## src/include/cpt_consts.svh

```systemverilog
// Constants for the CSI timing override register pair
`ifndef CPT_CONSTS_SVH
`define CPT_CONSTS_SVH

// ==========================================================
// Register indices and byte addresses
`define CPT_ADDR_W        12
`define CPT_IDX_HS_EXIT   8'h47
`define CPT_IDX_PLX       8'h48
`define CPT_ADDR_HS_EXIT  {2'b00, `CPT_IDX_HS_EXIT, 2'b00}
`define CPT_ADDR_PLX      {2'b00, `CPT_IDX_PLX, 2'b00}

// ==========================================================
// Field layout
`define CPT_OV_BIT        7
`define CPT_VAL_MSB       6
`define CPT_VAL_W         7
`define CPT_REG_W         8
`define CPT_DATA_W        32

// ==========================================================
// Reset values
`define CPT_RST_OV        1'b0
`define CPT_RST_HS_VAL    7'h00
`define CPT_RST_PLX_VAL   7'h00
`define CPT_RST_RDATA     32'h0000_0000

`endif

```

## src/include/cpt_pkg.sv

```systemverilog
// Types shared by the CSI timing override registers
`include "cpt_consts.svh"

package cpt_pkg;

  // ==========================================================
  // Types
  typedef logic [`CPT_VAL_W-1:0] cpt_val_t;
  typedef logic [`CPT_REG_W-1:0] cpt_byte_t;

  // One-hot register select
  typedef enum logic [2:0] {
    CPT_SEL_NONE = 3'h1,
    CPT_SEL_HS   = 3'h2,
    CPT_SEL_PLX  = 3'h4
  } cpt_sel_e;

endpackage : cpt_pkg

```

## src/include/cpt_regbus_if.sv

```systemverilog
// Internal carrier between the bus slave and the register fields
`timescale 1ns/1ps
`default_nettype none

interface cpt_regbus_if;
  import cpt_pkg::*;

  // ==========================================================
  // Decoded access
  cpt_sel_e  sel;
  logic      wr_en;
  cpt_byte_t wdata;
  cpt_byte_t rdata;

  modport bus  (output sel, output wr_en, output wdata, input rdata);
  modport regs (input sel, input wr_en, input wdata, output rdata);
endinterface : cpt_regbus_if

`default_nettype wire

```

## src/hw/cpt_apb_slave.sv

```systemverilog
// Zero-wait APB slave front end for the timing override registers
`timescale 1ns/1ps
`default_nettype none
`include "cpt_consts.svh"

module cpt_apb_slave
  import cpt_pkg::*;
(
  input  wire logic                   clk,
  input  wire logic                   rst,
  input  wire logic                   psel,
  input  wire logic                   penable,
  input  wire logic                   pwrite,
  input  wire logic [`CPT_ADDR_W-1:0] paddr,
  input  wire logic [`CPT_DATA_W-1:0] pwdata,
  input  wire logic [3:0]             pstrb,
  output logic      [`CPT_DATA_W-1:0] prdata,
  output logic                        pready,
  output logic                        pslverr,
  cpt_regbus_if.bus                   rb
);

  logic [`CPT_DATA_W-1:0] prdata_r;
  logic [`CPT_DATA_W-1:0] prdata_nxt;

  // ==========================================================
  // Address decode; anything else answers with an error
  always_comb begin
    if (paddr == `CPT_ADDR_HS_EXIT) begin
      rb.sel = CPT_SEL_HS;
    end else if (paddr == `CPT_ADDR_PLX) begin
      rb.sel = CPT_SEL_PLX;
    end else begin
      rb.sel = CPT_SEL_NONE;
    end
  end

  // Never stalls, so every access phase ends on its first edge
  assign pready   = 1'b1;
  assign pslverr  = psel & penable & (rb.sel == CPT_SEL_NONE);
  // Only lane 0 carries register bits; other lanes are ignored
  assign rb.wr_en = psel & penable & pwrite & pstrb[0] & (rb.sel != CPT_SEL_NONE);
  assign rb.wdata = pwdata[`CPT_REG_W-1:0];

  // ==========================================================
  // Read data captured in setup so it leaves a flop in access
  always_comb begin
    prdata_nxt = prdata_r;
    if (psel && !penable && !pwrite) begin
      prdata_nxt = {{(`CPT_DATA_W-`CPT_REG_W){1'b0}}, rb.rdata};
    end
  end

  always_ff @(posedge clk) begin
    if (rst) begin
      prdata_r <= `CPT_RST_RDATA;
    end else begin
      prdata_r <= prdata_nxt;
    end
  end

  assign prdata = prdata_r;

endmodule // cpt_apb_slave

`default_nettype wire

```

## src/hw/cpt_timing_field.sv

```systemverilog
// One override bit plus a 7-bit timing value with auto readback
`timescale 1ns/1ps
`default_nettype none
`include "cpt_consts.svh"

module cpt_timing_field
  import cpt_pkg::*;
#(
  parameter cpt_val_t RST_VAL = `CPT_RST_HS_VAL
) (
  input  wire logic      clk,
  input  wire logic      rst,
  input  wire logic      wr_en,
  input  wire cpt_byte_t wdata,
  input  wire cpt_val_t  auto_val,
  output logic           override_en,
  output cpt_val_t       value,
  output cpt_byte_t      rd_byte
);

  logic     ov_r;
  logic     ov_nxt;
  cpt_val_t val_r;
  cpt_val_t val_nxt;

  // ==========================================================
  // Value only loads when the same write sets the override bit
  always_comb begin
    ov_nxt  = ov_r;
    val_nxt = val_r;
    if (wr_en) begin
      ov_nxt = wdata[`CPT_OV_BIT];
      if (wdata[`CPT_OV_BIT]) begin
        val_nxt = wdata[`CPT_VAL_MSB:0];
      end
    end
  end

  always_ff @(posedge clk) begin
    if (rst) begin
      ov_r  <= `CPT_RST_OV;
      val_r <= RST_VAL;
    end else begin
      ov_r  <= ov_nxt;
      val_r <= val_nxt;
    end
  end

  assign override_en = ov_r;
  assign value       = val_r;
  // Auto mode shows the live computed value, not the stored one
  assign rd_byte     = {ov_r, ov_r ? val_r : auto_val};

endmodule // cpt_timing_field

`default_nettype wire

```

## src/hw/cpt_timing_regs.sv

```systemverilog
// CSI port 0 timing override registers: exit and Tplx intervals
`timescale 1ns/1ps
`default_nettype none
`include "cpt_consts.svh"

// Contract
// - Exit override clear: use automatic exit interval
// - Exit override set: use programmed exit value
// - Exit override clear: field reads auto, value kept on writes that leave the bit clear
// - Exit override set: field writable, reads back
// - Tplx interval auto or programmed per override
// - Tplx override clear: field reads auto value
module cpt_timing_regs
  import cpt_pkg::*;
(
  input  wire logic                   SYS_CLK,
  input  wire logic                   RST,
  input  wire logic                   PSEL,
  input  wire logic                   PENABLE,
  input  wire logic                   PWRITE,
  input  wire logic [`CPT_ADDR_W-1:0] PADDR,
  input  wire logic [`CPT_DATA_W-1:0] PWDATA,
  input  wire logic [3:0]             PSTRB,
  output logic      [`CPT_DATA_W-1:0] PRDATA,
  output logic                        PREADY,
  output logic                        PSLVERR,
  input  wire cpt_val_t               AUTO_HS_EXIT,
  input  wire cpt_val_t               AUTO_PLX,
  input  wire logic                   HS_BURST,
  output cpt_val_t                    HS_EXIT_APPLIED,
  output cpt_val_t                    PLX_APPLIED
);

  // ==========================================================
  // Declarations
  cpt_regbus_if rb ();

  logic      hs_exit_override_en;
  cpt_val_t  hs_exit_value;
  cpt_byte_t hs_rd_byte;
  logic      plx_override_en;
  cpt_val_t  plx_value;
  cpt_byte_t plx_rd_byte;
  logic      hs_wr;
  logic      plx_wr;

  cpt_val_t  hs_applied_r;
  cpt_val_t  hs_applied_nxt;
  cpt_val_t  plx_applied_r;
  cpt_val_t  plx_applied_nxt;

  // ==========================================================
  // Bus slave
  cpt_apb_slave u_apb (
    .clk     (SYS_CLK),
    .rst     (RST),
    .psel    (PSEL),
    .penable (PENABLE),
    .pwrite  (PWRITE),
    .paddr   (PADDR),
    .pwdata  (PWDATA),
    .pstrb   (PSTRB),
    .prdata  (PRDATA),
    .pready  (PREADY),
    .pslverr (PSLVERR),
    .rb      (rb.bus)
  );

  // Per-register write strobes
  assign hs_wr  = rb.wr_en & (rb.sel == CPT_SEL_HS);
  assign plx_wr = rb.wr_en & (rb.sel == CPT_SEL_PLX);

  // ==========================================================
  // Register fields
  cpt_timing_field #(
    .RST_VAL (`CPT_RST_HS_VAL)
  ) u_hs_exit (
    .clk         (SYS_CLK),
    .rst         (RST),
    .wr_en       (hs_wr),
    .wdata       (rb.wdata),
    .auto_val    (AUTO_HS_EXIT),
    .override_en (hs_exit_override_en),
    .value       (hs_exit_value),
    .rd_byte     (hs_rd_byte)
  );

  cpt_timing_field #(
    .RST_VAL (`CPT_RST_PLX_VAL)
  ) u_plx (
    .clk         (SYS_CLK),
    .rst         (RST),
    .wr_en       (plx_wr),
    .wdata       (rb.wdata),
    .auto_val    (AUTO_PLX),
    .override_en (plx_override_en),
    .value       (plx_value),
    .rd_byte     (plx_rd_byte)
  );

  // ==========================================================
  // Read mux; unmapped addresses read zero
  always_comb begin
    case (rb.sel)
      CPT_SEL_HS:  rb.rdata = hs_rd_byte;
      CPT_SEL_PLX: rb.rdata = plx_rd_byte;
      default:     rb.rdata = '0;
    endcase
  end

  // ==========================================================
  // Applied intervals: retaken only while the lane is idle, so a
  // register change never alters a burst already under way
  always_comb begin
    hs_applied_nxt  = hs_applied_r;
    plx_applied_nxt = plx_applied_r;
    if (!HS_BURST) begin
      hs_applied_nxt  = hs_exit_override_en ? hs_exit_value : AUTO_HS_EXIT;
      plx_applied_nxt = plx_override_en ? plx_value : AUTO_PLX;
    end
  end

  always_ff @(posedge SYS_CLK) begin
    if (RST) begin
      hs_applied_r  <= `CPT_RST_HS_VAL;
      plx_applied_r <= `CPT_RST_PLX_VAL;
    end else begin
      hs_applied_r  <= hs_applied_nxt;
      plx_applied_r <= plx_applied_nxt;
    end
  end

  assign HS_EXIT_APPLIED = hs_applied_r;
  assign PLX_APPLIED     = plx_applied_r;

  // The applied-interval checks also gate on RST: at the release edge the flops still reset

  // Helper decode, seen only by the checks
  logic chk_hs_addr;
  logic chk_plx_addr;
  logic chk_setup_rd;
  logic chk_access_wr;
  assign chk_hs_addr   = (PADDR == `CPT_ADDR_HS_EXIT);
  assign chk_plx_addr  = (PADDR == `CPT_ADDR_PLX);
  assign chk_setup_rd  = PSEL && !PENABLE && !PWRITE;
  assign chk_access_wr = PSEL && PENABLE && PWRITE && PSTRB[0];
endmodule // cpt_timing_regs

`default_nettype wire

```

## config.mk

```make
export PLATFORM = sky130hd
export DESIGN_NAME = cpt_timing_regs
export DESIGN_NICKNAME = d
export VERILOG_FILES = /design/src/include/cpt_pkg.sv /design/src/include/cpt_regbus_if.sv /design/src/hw/cpt_apb_slave.sv /design/src/hw/cpt_timing_field.sv /design/src/hw/cpt_timing_regs.sv
export VERILOG_INCLUDE_DIRS = /design/src /design/src/include
export SDC_FILE = /design/constraint.sdc
export NUM_CORES = 1
export LEC_CHECK = 0
export BUFFER_PORTS_ARGS = -buffer_cell sky130_fd_sc_hd__buf_2
export CAP_MARGIN = 5
export CORE_MARGIN = 2
export CORE_UTILIZATION = 47
export DETAILED_ROUTE_END_ITERATION = 7
export PLACE_DENSITY = 0.81
export SYNTH_ARGS = -nofsm -noshare
export SYNTH_HDL_FRONTEND = slang
export SYNTH_HIERARCHICAL = 1
export SYNTH_SLANG_ARGS = --single-unit
```

## constraint.sdc

```tcl
create_clock -name SYS_CLK -period 2.29 [get_ports SYS_CLK]
set_input_delay 0.229 -clock SYS_CLK [delete_from_list [all_inputs] [get_ports SYS_CLK]]
set_output_delay 0.229 -clock SYS_CLK [all_outputs]
set_load 0.01 [all_outputs]
```

==> metrics, run 1 <==
mapped cell area 2440 µm²; initial antenna violation count 0; outcome finished, final reports clean; fin. max-slew vios 0; dominant combinational cell family by area after synthesis simple AND/OR/NAND/NOR gates; Crit path buffers/inverters 1; number of nets with antenna violations after routing 0; fraction of layout cells with a size suffix above 1 40.5%; total congestion overflow after global routing 0; Final Non-Filler Cells 366; count of max-cap constraint violations 0; crit path kind reg -> reg; setup repair after global routing missed its margin false; detailed-route wire length 4920 µm; routed wire length on met3 322 µm; growth of design area from synthesis to finish 10.4%; power density over the cells 537 nW/µm²; average detailed-routed wire length per instance 13.4 µm; sequential cell area fraction in the yosys report 31.2%; Tcrit/Tclk final 72.4%; critical path's top delay family flip-flops; area share of the largest cell type after synthesis 31.2%; Total Power 1450 µW; commonest non-fill, non-tap cell in the layout buf_2; Post-Route M1 WL 2320 µm; Synth Area in Compound Gates 17.1%; Clk pin slew, worst setup/hold paths 0.08 ns; number of port buffers 63; number of H-tree levels 2; starting density of the core 48.4%; Final Net Count 363; maximum VDD drop 0.000237 V; clock latency reported for the late side of the worst-skew pair 0.29 ns; final estimated routing congestion in global placement 0.825; number of placed instances, taps included 358; First-pass DRT Iterations 4; portion of netlist area occupied by mux cells 16.3%; Root Driver clkbuf_8; maximum clock path buffer count 2; post-route design area 2690 µm²; Post-synth EDFFs 0; CTS resizes 0; post-synthesis adder-cell area fraction 0%; number of vias per cell after detailed routing 4.92; TritonCTS clock tree done; worst hold path type in -> reg; fraction of the mapped netlist area in simple logic gates 18.5%; synthesized instance count 249; fraction of registers with async set or reset after synthesis 0%; leakage 0.00106 µW; most used cells in the layout excluding fill and tap cells buf_2, dfxtp_1, conb_1; warnings from Yosys 6; Placed Instance Area 2580 µm²; placement row count 26; final hold violations 0; top cells by area, synth dfxtp_1, buf_4, mux2i_1; DR iter-0 viols 105; FF+latch count, synth 38; fmax 0.603 GHz; width of the die 76.1 µm; Chip Height 76.1 µm; number of setup violations in the final report 0; total routing usage reported by global routing 17.0%; hold_buf cts 0; DRC violations left 0; critical path peak fanout 9; slowest cell delay on critical path 0.58 ns; count of buffers added by post-CTS timing repair for setup 0; sum of negative setup slack 0 ns; maximum number of pins on one net before global-route repair 39; parity-gate share of the synthesized area counting xor and xnor cells 0%; number of different library cells in the post-synthesis netlist 29; full die area 5780 µm²; number of global-route vias before repair 1669; category of the worst setup path capture point register; critical path cell sequence buf_4 > mux2_2 > nand3b_1 > a21oi_1 > mux2i_1 > nor2_1; uppermost routed layer met4; Rel. slew slack 47.4%; CTS buffer count 5; startpoint type of the worst setup path register; vias after detailed routing 1802; Top-Level Pins 116; routed wl met2 2230 µm; per-instance average area after synthesis 9.80 µm²; predominant post-synthesis flop cell dfxtp_1; post-route minimum period 1.66 ns; worst path arrival time 1.81 ns; n_diodes 0; most area-hungry cell type in the Yosys netlist dfxtp_1; Final Skew 0.00236 ns; wire length of the first global-routing pass 8000 µm; DP HPWL 3590 µm; Floorplan Core Area 5040 µm²; transition time at the pin with the least slew margin 0.789 ns; slowest library cell on the worst path dfxtp_1; clock sink count 38; required time reported for the critical path endpoint 2.44 ns
[state kept, by name (all words and copies together) (netlist names)]
signal / flops
HS_EXIT_APPLIED: 7
PLX_APPLIED: 7
u_apb/prdata: 8
u_hs_exit/override_en: 1
u_hs_exit/value: 7
u_plx/override_en: 1
u_plx/value: 7
[cells by family after synthesis]
group / count (synthesis)
AND/OR/NAND/NOR: 66
buffers and inverters: 54
AO/OA/AOI/OAI: 51
multiplexers: 38
flip-flops: 38
other: 2
[layout make-up]
class	instances	area, µm²
clock buffers	5	68.8
clock inverters	3	45.0
fillers	480	2350
inverters	1	3.75
multi-input cells	180	1370
flip-flops and latches	38	761
well taps	70	87.6
repair buffers	69	360
[worst min-delay path: stages]
cell and delay [ns]:
buf_2 0.11, nand3_1 0.06, a21oi_1 0.05
[layer usage]
metal / track usage [%] / up-vias
li1: - / 918
met1: 24.0 / 811
met2: 25.7 / 67
met3: 4.27 / 6
met4: 4.73 / 0
met5: 0 / -
[metrics by stage]
stage / setup WS, ns / utilization [%] / hold slack, ns
3_3_place_gp: 0.386 / 51.2 / 0.472
3_5_place_dp: 0.343 / 51.2 / 0.482
6_report: 0.631 / 53.4 / 0.207
4_1_cts: 0.634 / 53.4 / 0.204
5_1_grt: 0.526 / 53.4 / 0.207
2_1_floorplan: 0.222 / - / 0.302
[worst paths after layout]
kind,from,to,slack (ns),depth (start not counted)
setup / recovery,u_hs_exit/override_en$_SDFFE_PP0P_,u_apb/prdata[0]$_SDFFE_PP0P_,0.63,6
hold / removal,PWDATA[6],u_hs_exit/value[6]$_SDFFE_PP0P_,0.21,3
setup reg to reg,u_hs_exit/override_en$_SDFFE_PP0P_,u_apb/prdata[0]$_SDFFE_PP0P_,0.63,6
hold reg to reg,u_apb/prdata[7]$_SDFFE_PP0P_,u_apb/prdata[7]$_SDFFE_PP0P_,0.50,2
[Yosys cell counts (2+ instances only)]
cell type / count
buf_6: 7
a21bo_2: 10
mux2_2: 14
and3_2: 2
buf_4: 38
a21bo_1: 4
a21oi_1: 22
nand3_1: 14
a211oi_2: 10
buf_1: 3
buf_2: 5
nor2b_1: 14
dfxtp_1: 38
mux2i_1: 24
a211oi_1: 4
nand3b_1: 16
conb_1: 2
nor2_1: 11
[report_power, final]
part | leakage, µW | internal, µW | switching (µW)
Combinational | 0.000703 | 74.6 | 109
Clock | 0.0000504 | 324 | 255
Sequential | 0.000310 | 677 | 7.38
Total | 0.00106 | 1080 | 371
Power figures use the tool's default switching activity.
==> run 2: changes to the inputs <==
==> constraint.sdc (replaced) <==
create_clock -name SYS_CLK -period 1.54 [get_ports SYS_CLK]
set_input_delay 0.154 -clock SYS_CLK [delete_from_list [all_inputs] [get_ports SYS_CLK]]
set_output_delay 0.154 -clock SYS_CLK [all_outputs]
set_load 0.01 [all_outputs]
==> metrics, run 2 (synthesis gave the netlist of run 1 again) <==
final setup slack of the worst path 0.0947 ns; number of vias per cell after detailed routing 5.06; GR Util met3 3.91%; Clk pin slew, worst setup/hold paths 0.08 ns; Final Net Count 371; maximum VDD drop 0.000472 V; Top-Level Pins 116; critical path cell sequence buf_2 > nor4_4 > o211ai_2 > nor2_1 > nor4bb_4 > buf_12 > nand3_1 > a21oi_2; count of buffers added by post-CTS timing repair for setup 0; CTS buffer count 5; number of H-tree levels 2; hold depth 3; clock latency reported for the late side of the worst-skew pair 0.30 ns; fin. max-slew vios 0; average detailed-routed wire length per instance 13.8 µm; final hold violations 0; critical path peak fanout 15; initial antenna violation count 0; maximum clock path buffer count 2; power density over the cells 758 nW/µm²; clock sink count 38; placement row count 26; sum of negative setup slack 0 ns; routing usage on met1 20.9%; final estimated routing congestion in global placement 0.820; number of setup violations in the final report 0; growth of design area from synthesis to finish 15.9%; starting density of the core 48.4%; Final Skew 0.00757 ns; setup repair after global routing missed its margin false; width of the die 76.1 µm; maximum number of pins on one net before global-route repair 31; total routing usage reported by global routing 17.7%; DR iter-0 viols 94; TritonCTS clock tree done; number of global-route vias before repair 1757; Int Power 1600 µW; combinational share of power 13.3%; transition time at the pin with the least slew margin 0.510 ns; most used cells in the layout excluding fill and tap cells buf_2, dfxtp_1, conb_1; busiest metal layer after global routing met2; Rel. slew slack 66.0%; worst path arrival time 1.67 ns; met2 track demand over resource 30.2%; setup slack at placement -0.213 ns; DP HPWL 3760 µm; commonest non-fill, non-tap cell in the layout buf_2; Tcrit/Tclk final 93.9%; Floorplan Core Area 5040 µm²; vias after detailed routing 1891; full die area 5780 µm²; slowest library cell on the worst path nor4bb_4; total congestion overflow after global routing 0; DRC violations left 0; number of flip-flops under the largest register name 8; required time reported for the critical path endpoint 1.77 ns; number of port buffers 63; Root Driver clkbuf_8; Clk network pwr share 39.2%; sequential fraction of design power 47.5%; fmax 0.692 GHz; post-route minimum period 1.45 ns; outcome finished, final reports clean; category of the worst setup path capture point register; crit path kind in -> reg; count of max-cap constraint violations 0; fraction of layout cells with a size suffix above 1 42.8%; leakage 0.00112 µW; worst hold path type in -> reg; reported net switching power 541 µW; First-pass DRT Iterations 4; startpoint type of the worst setup path input port; detailed-route wire length 5170 µm; slowest cell delay on critical path 0.36 ns; Chip Height 76.1 µm; wire length of the first global-routing pass 8240 µm; logic depth of the worst register-to-register path 6; sw frac 25.2%; number of nets with antenna violations after routing 0; n_diodes 0
[run 2: changes by cell type in the layout (fill, tap and decap cells not counted), sizes merged]
cell      change
clkinvlp      -2
clkinv        +2
buf           +8
[run 2: per-layer routing]
| metal | routed length, µm | part of all wire (%) |
|---|---|---|
| met2 | 2560 | 50 |
| met3 | 326 | 6.3 |
| met1 | 2190 | 42 |
| met4 | 90 | 1.7 |
| met5 | 0 | 0 |
[run 2: per-stage QoR]
stage	total power [µW]	cell area, µm²	cells	hold slack [ns]	util, %
after global routing	2220	2830	374	0.140	56.1
after global placement	1320	2720	366	0.430	53.8
after floorplan	1270	2560	272	0.227	-
after detailed placement	1320	2720	366	0.441	53.8
final	2140	2830	374	0.134	56.1
after CTS	2150	2820	374	0.122	56.0
[run 2: path summary, 6_finish.rpt]
check / endpoint / from / slack, ns
hold reg to reg: u_apb/prdata[6]$_SDFFE_PP0P_ / u_apb/prdata[6]$_SDFFE_PP0P_ / 0.49
setup reg to reg: u_apb/prdata[4]$_SDFFE_PP0P_ / u_plx/override_en$_SDFFE_PP0P_ / 0.16
setup / recovery: u_hs_exit/value[2]$_SDFFE_PP0P_ / PADDR[1] / 0.09
hold / removal: u_plx/value[6]$_SDFFE_PP0P_ / PWDATA[6] / 0.13
[run 2: final cells by class]
type | count | area (µm²)
fillers | 437 | 2210
repair buffers | 77 | 470
flip-flops and latches | 38 | 761
multi-input cells | 180 | 1400
clock inverters | 3 | 40.0
inverters | 1 | 3.75
clock buffers | 5 | 68.8
well taps | 70 | 87.6
[run 2: worst max-delay path, delay by kind of cell]
family / cells / cell delay, ns
buffers and inverters: 2 / 0.29
AO/OA/AOI/OAI: 2 / 0.32
AND/OR/NAND/NOR: 4 / 0.90
[run 2: power groups by stage]
stage               sequential, µW  clock [µW]  combinational [µW]
floorplan                     1050           0                 214
global route                  1020         887                 309
detailed placement            1040           0                 281
CTS                           1020         852                 284
global placement              1040           0                 278
finish                        1020         841                 284
[run 2: repair_timing]
item	in CTS	in global routing
hold buffers	0	0
setup endpoints to repair	0	1
resized for setup	0	1
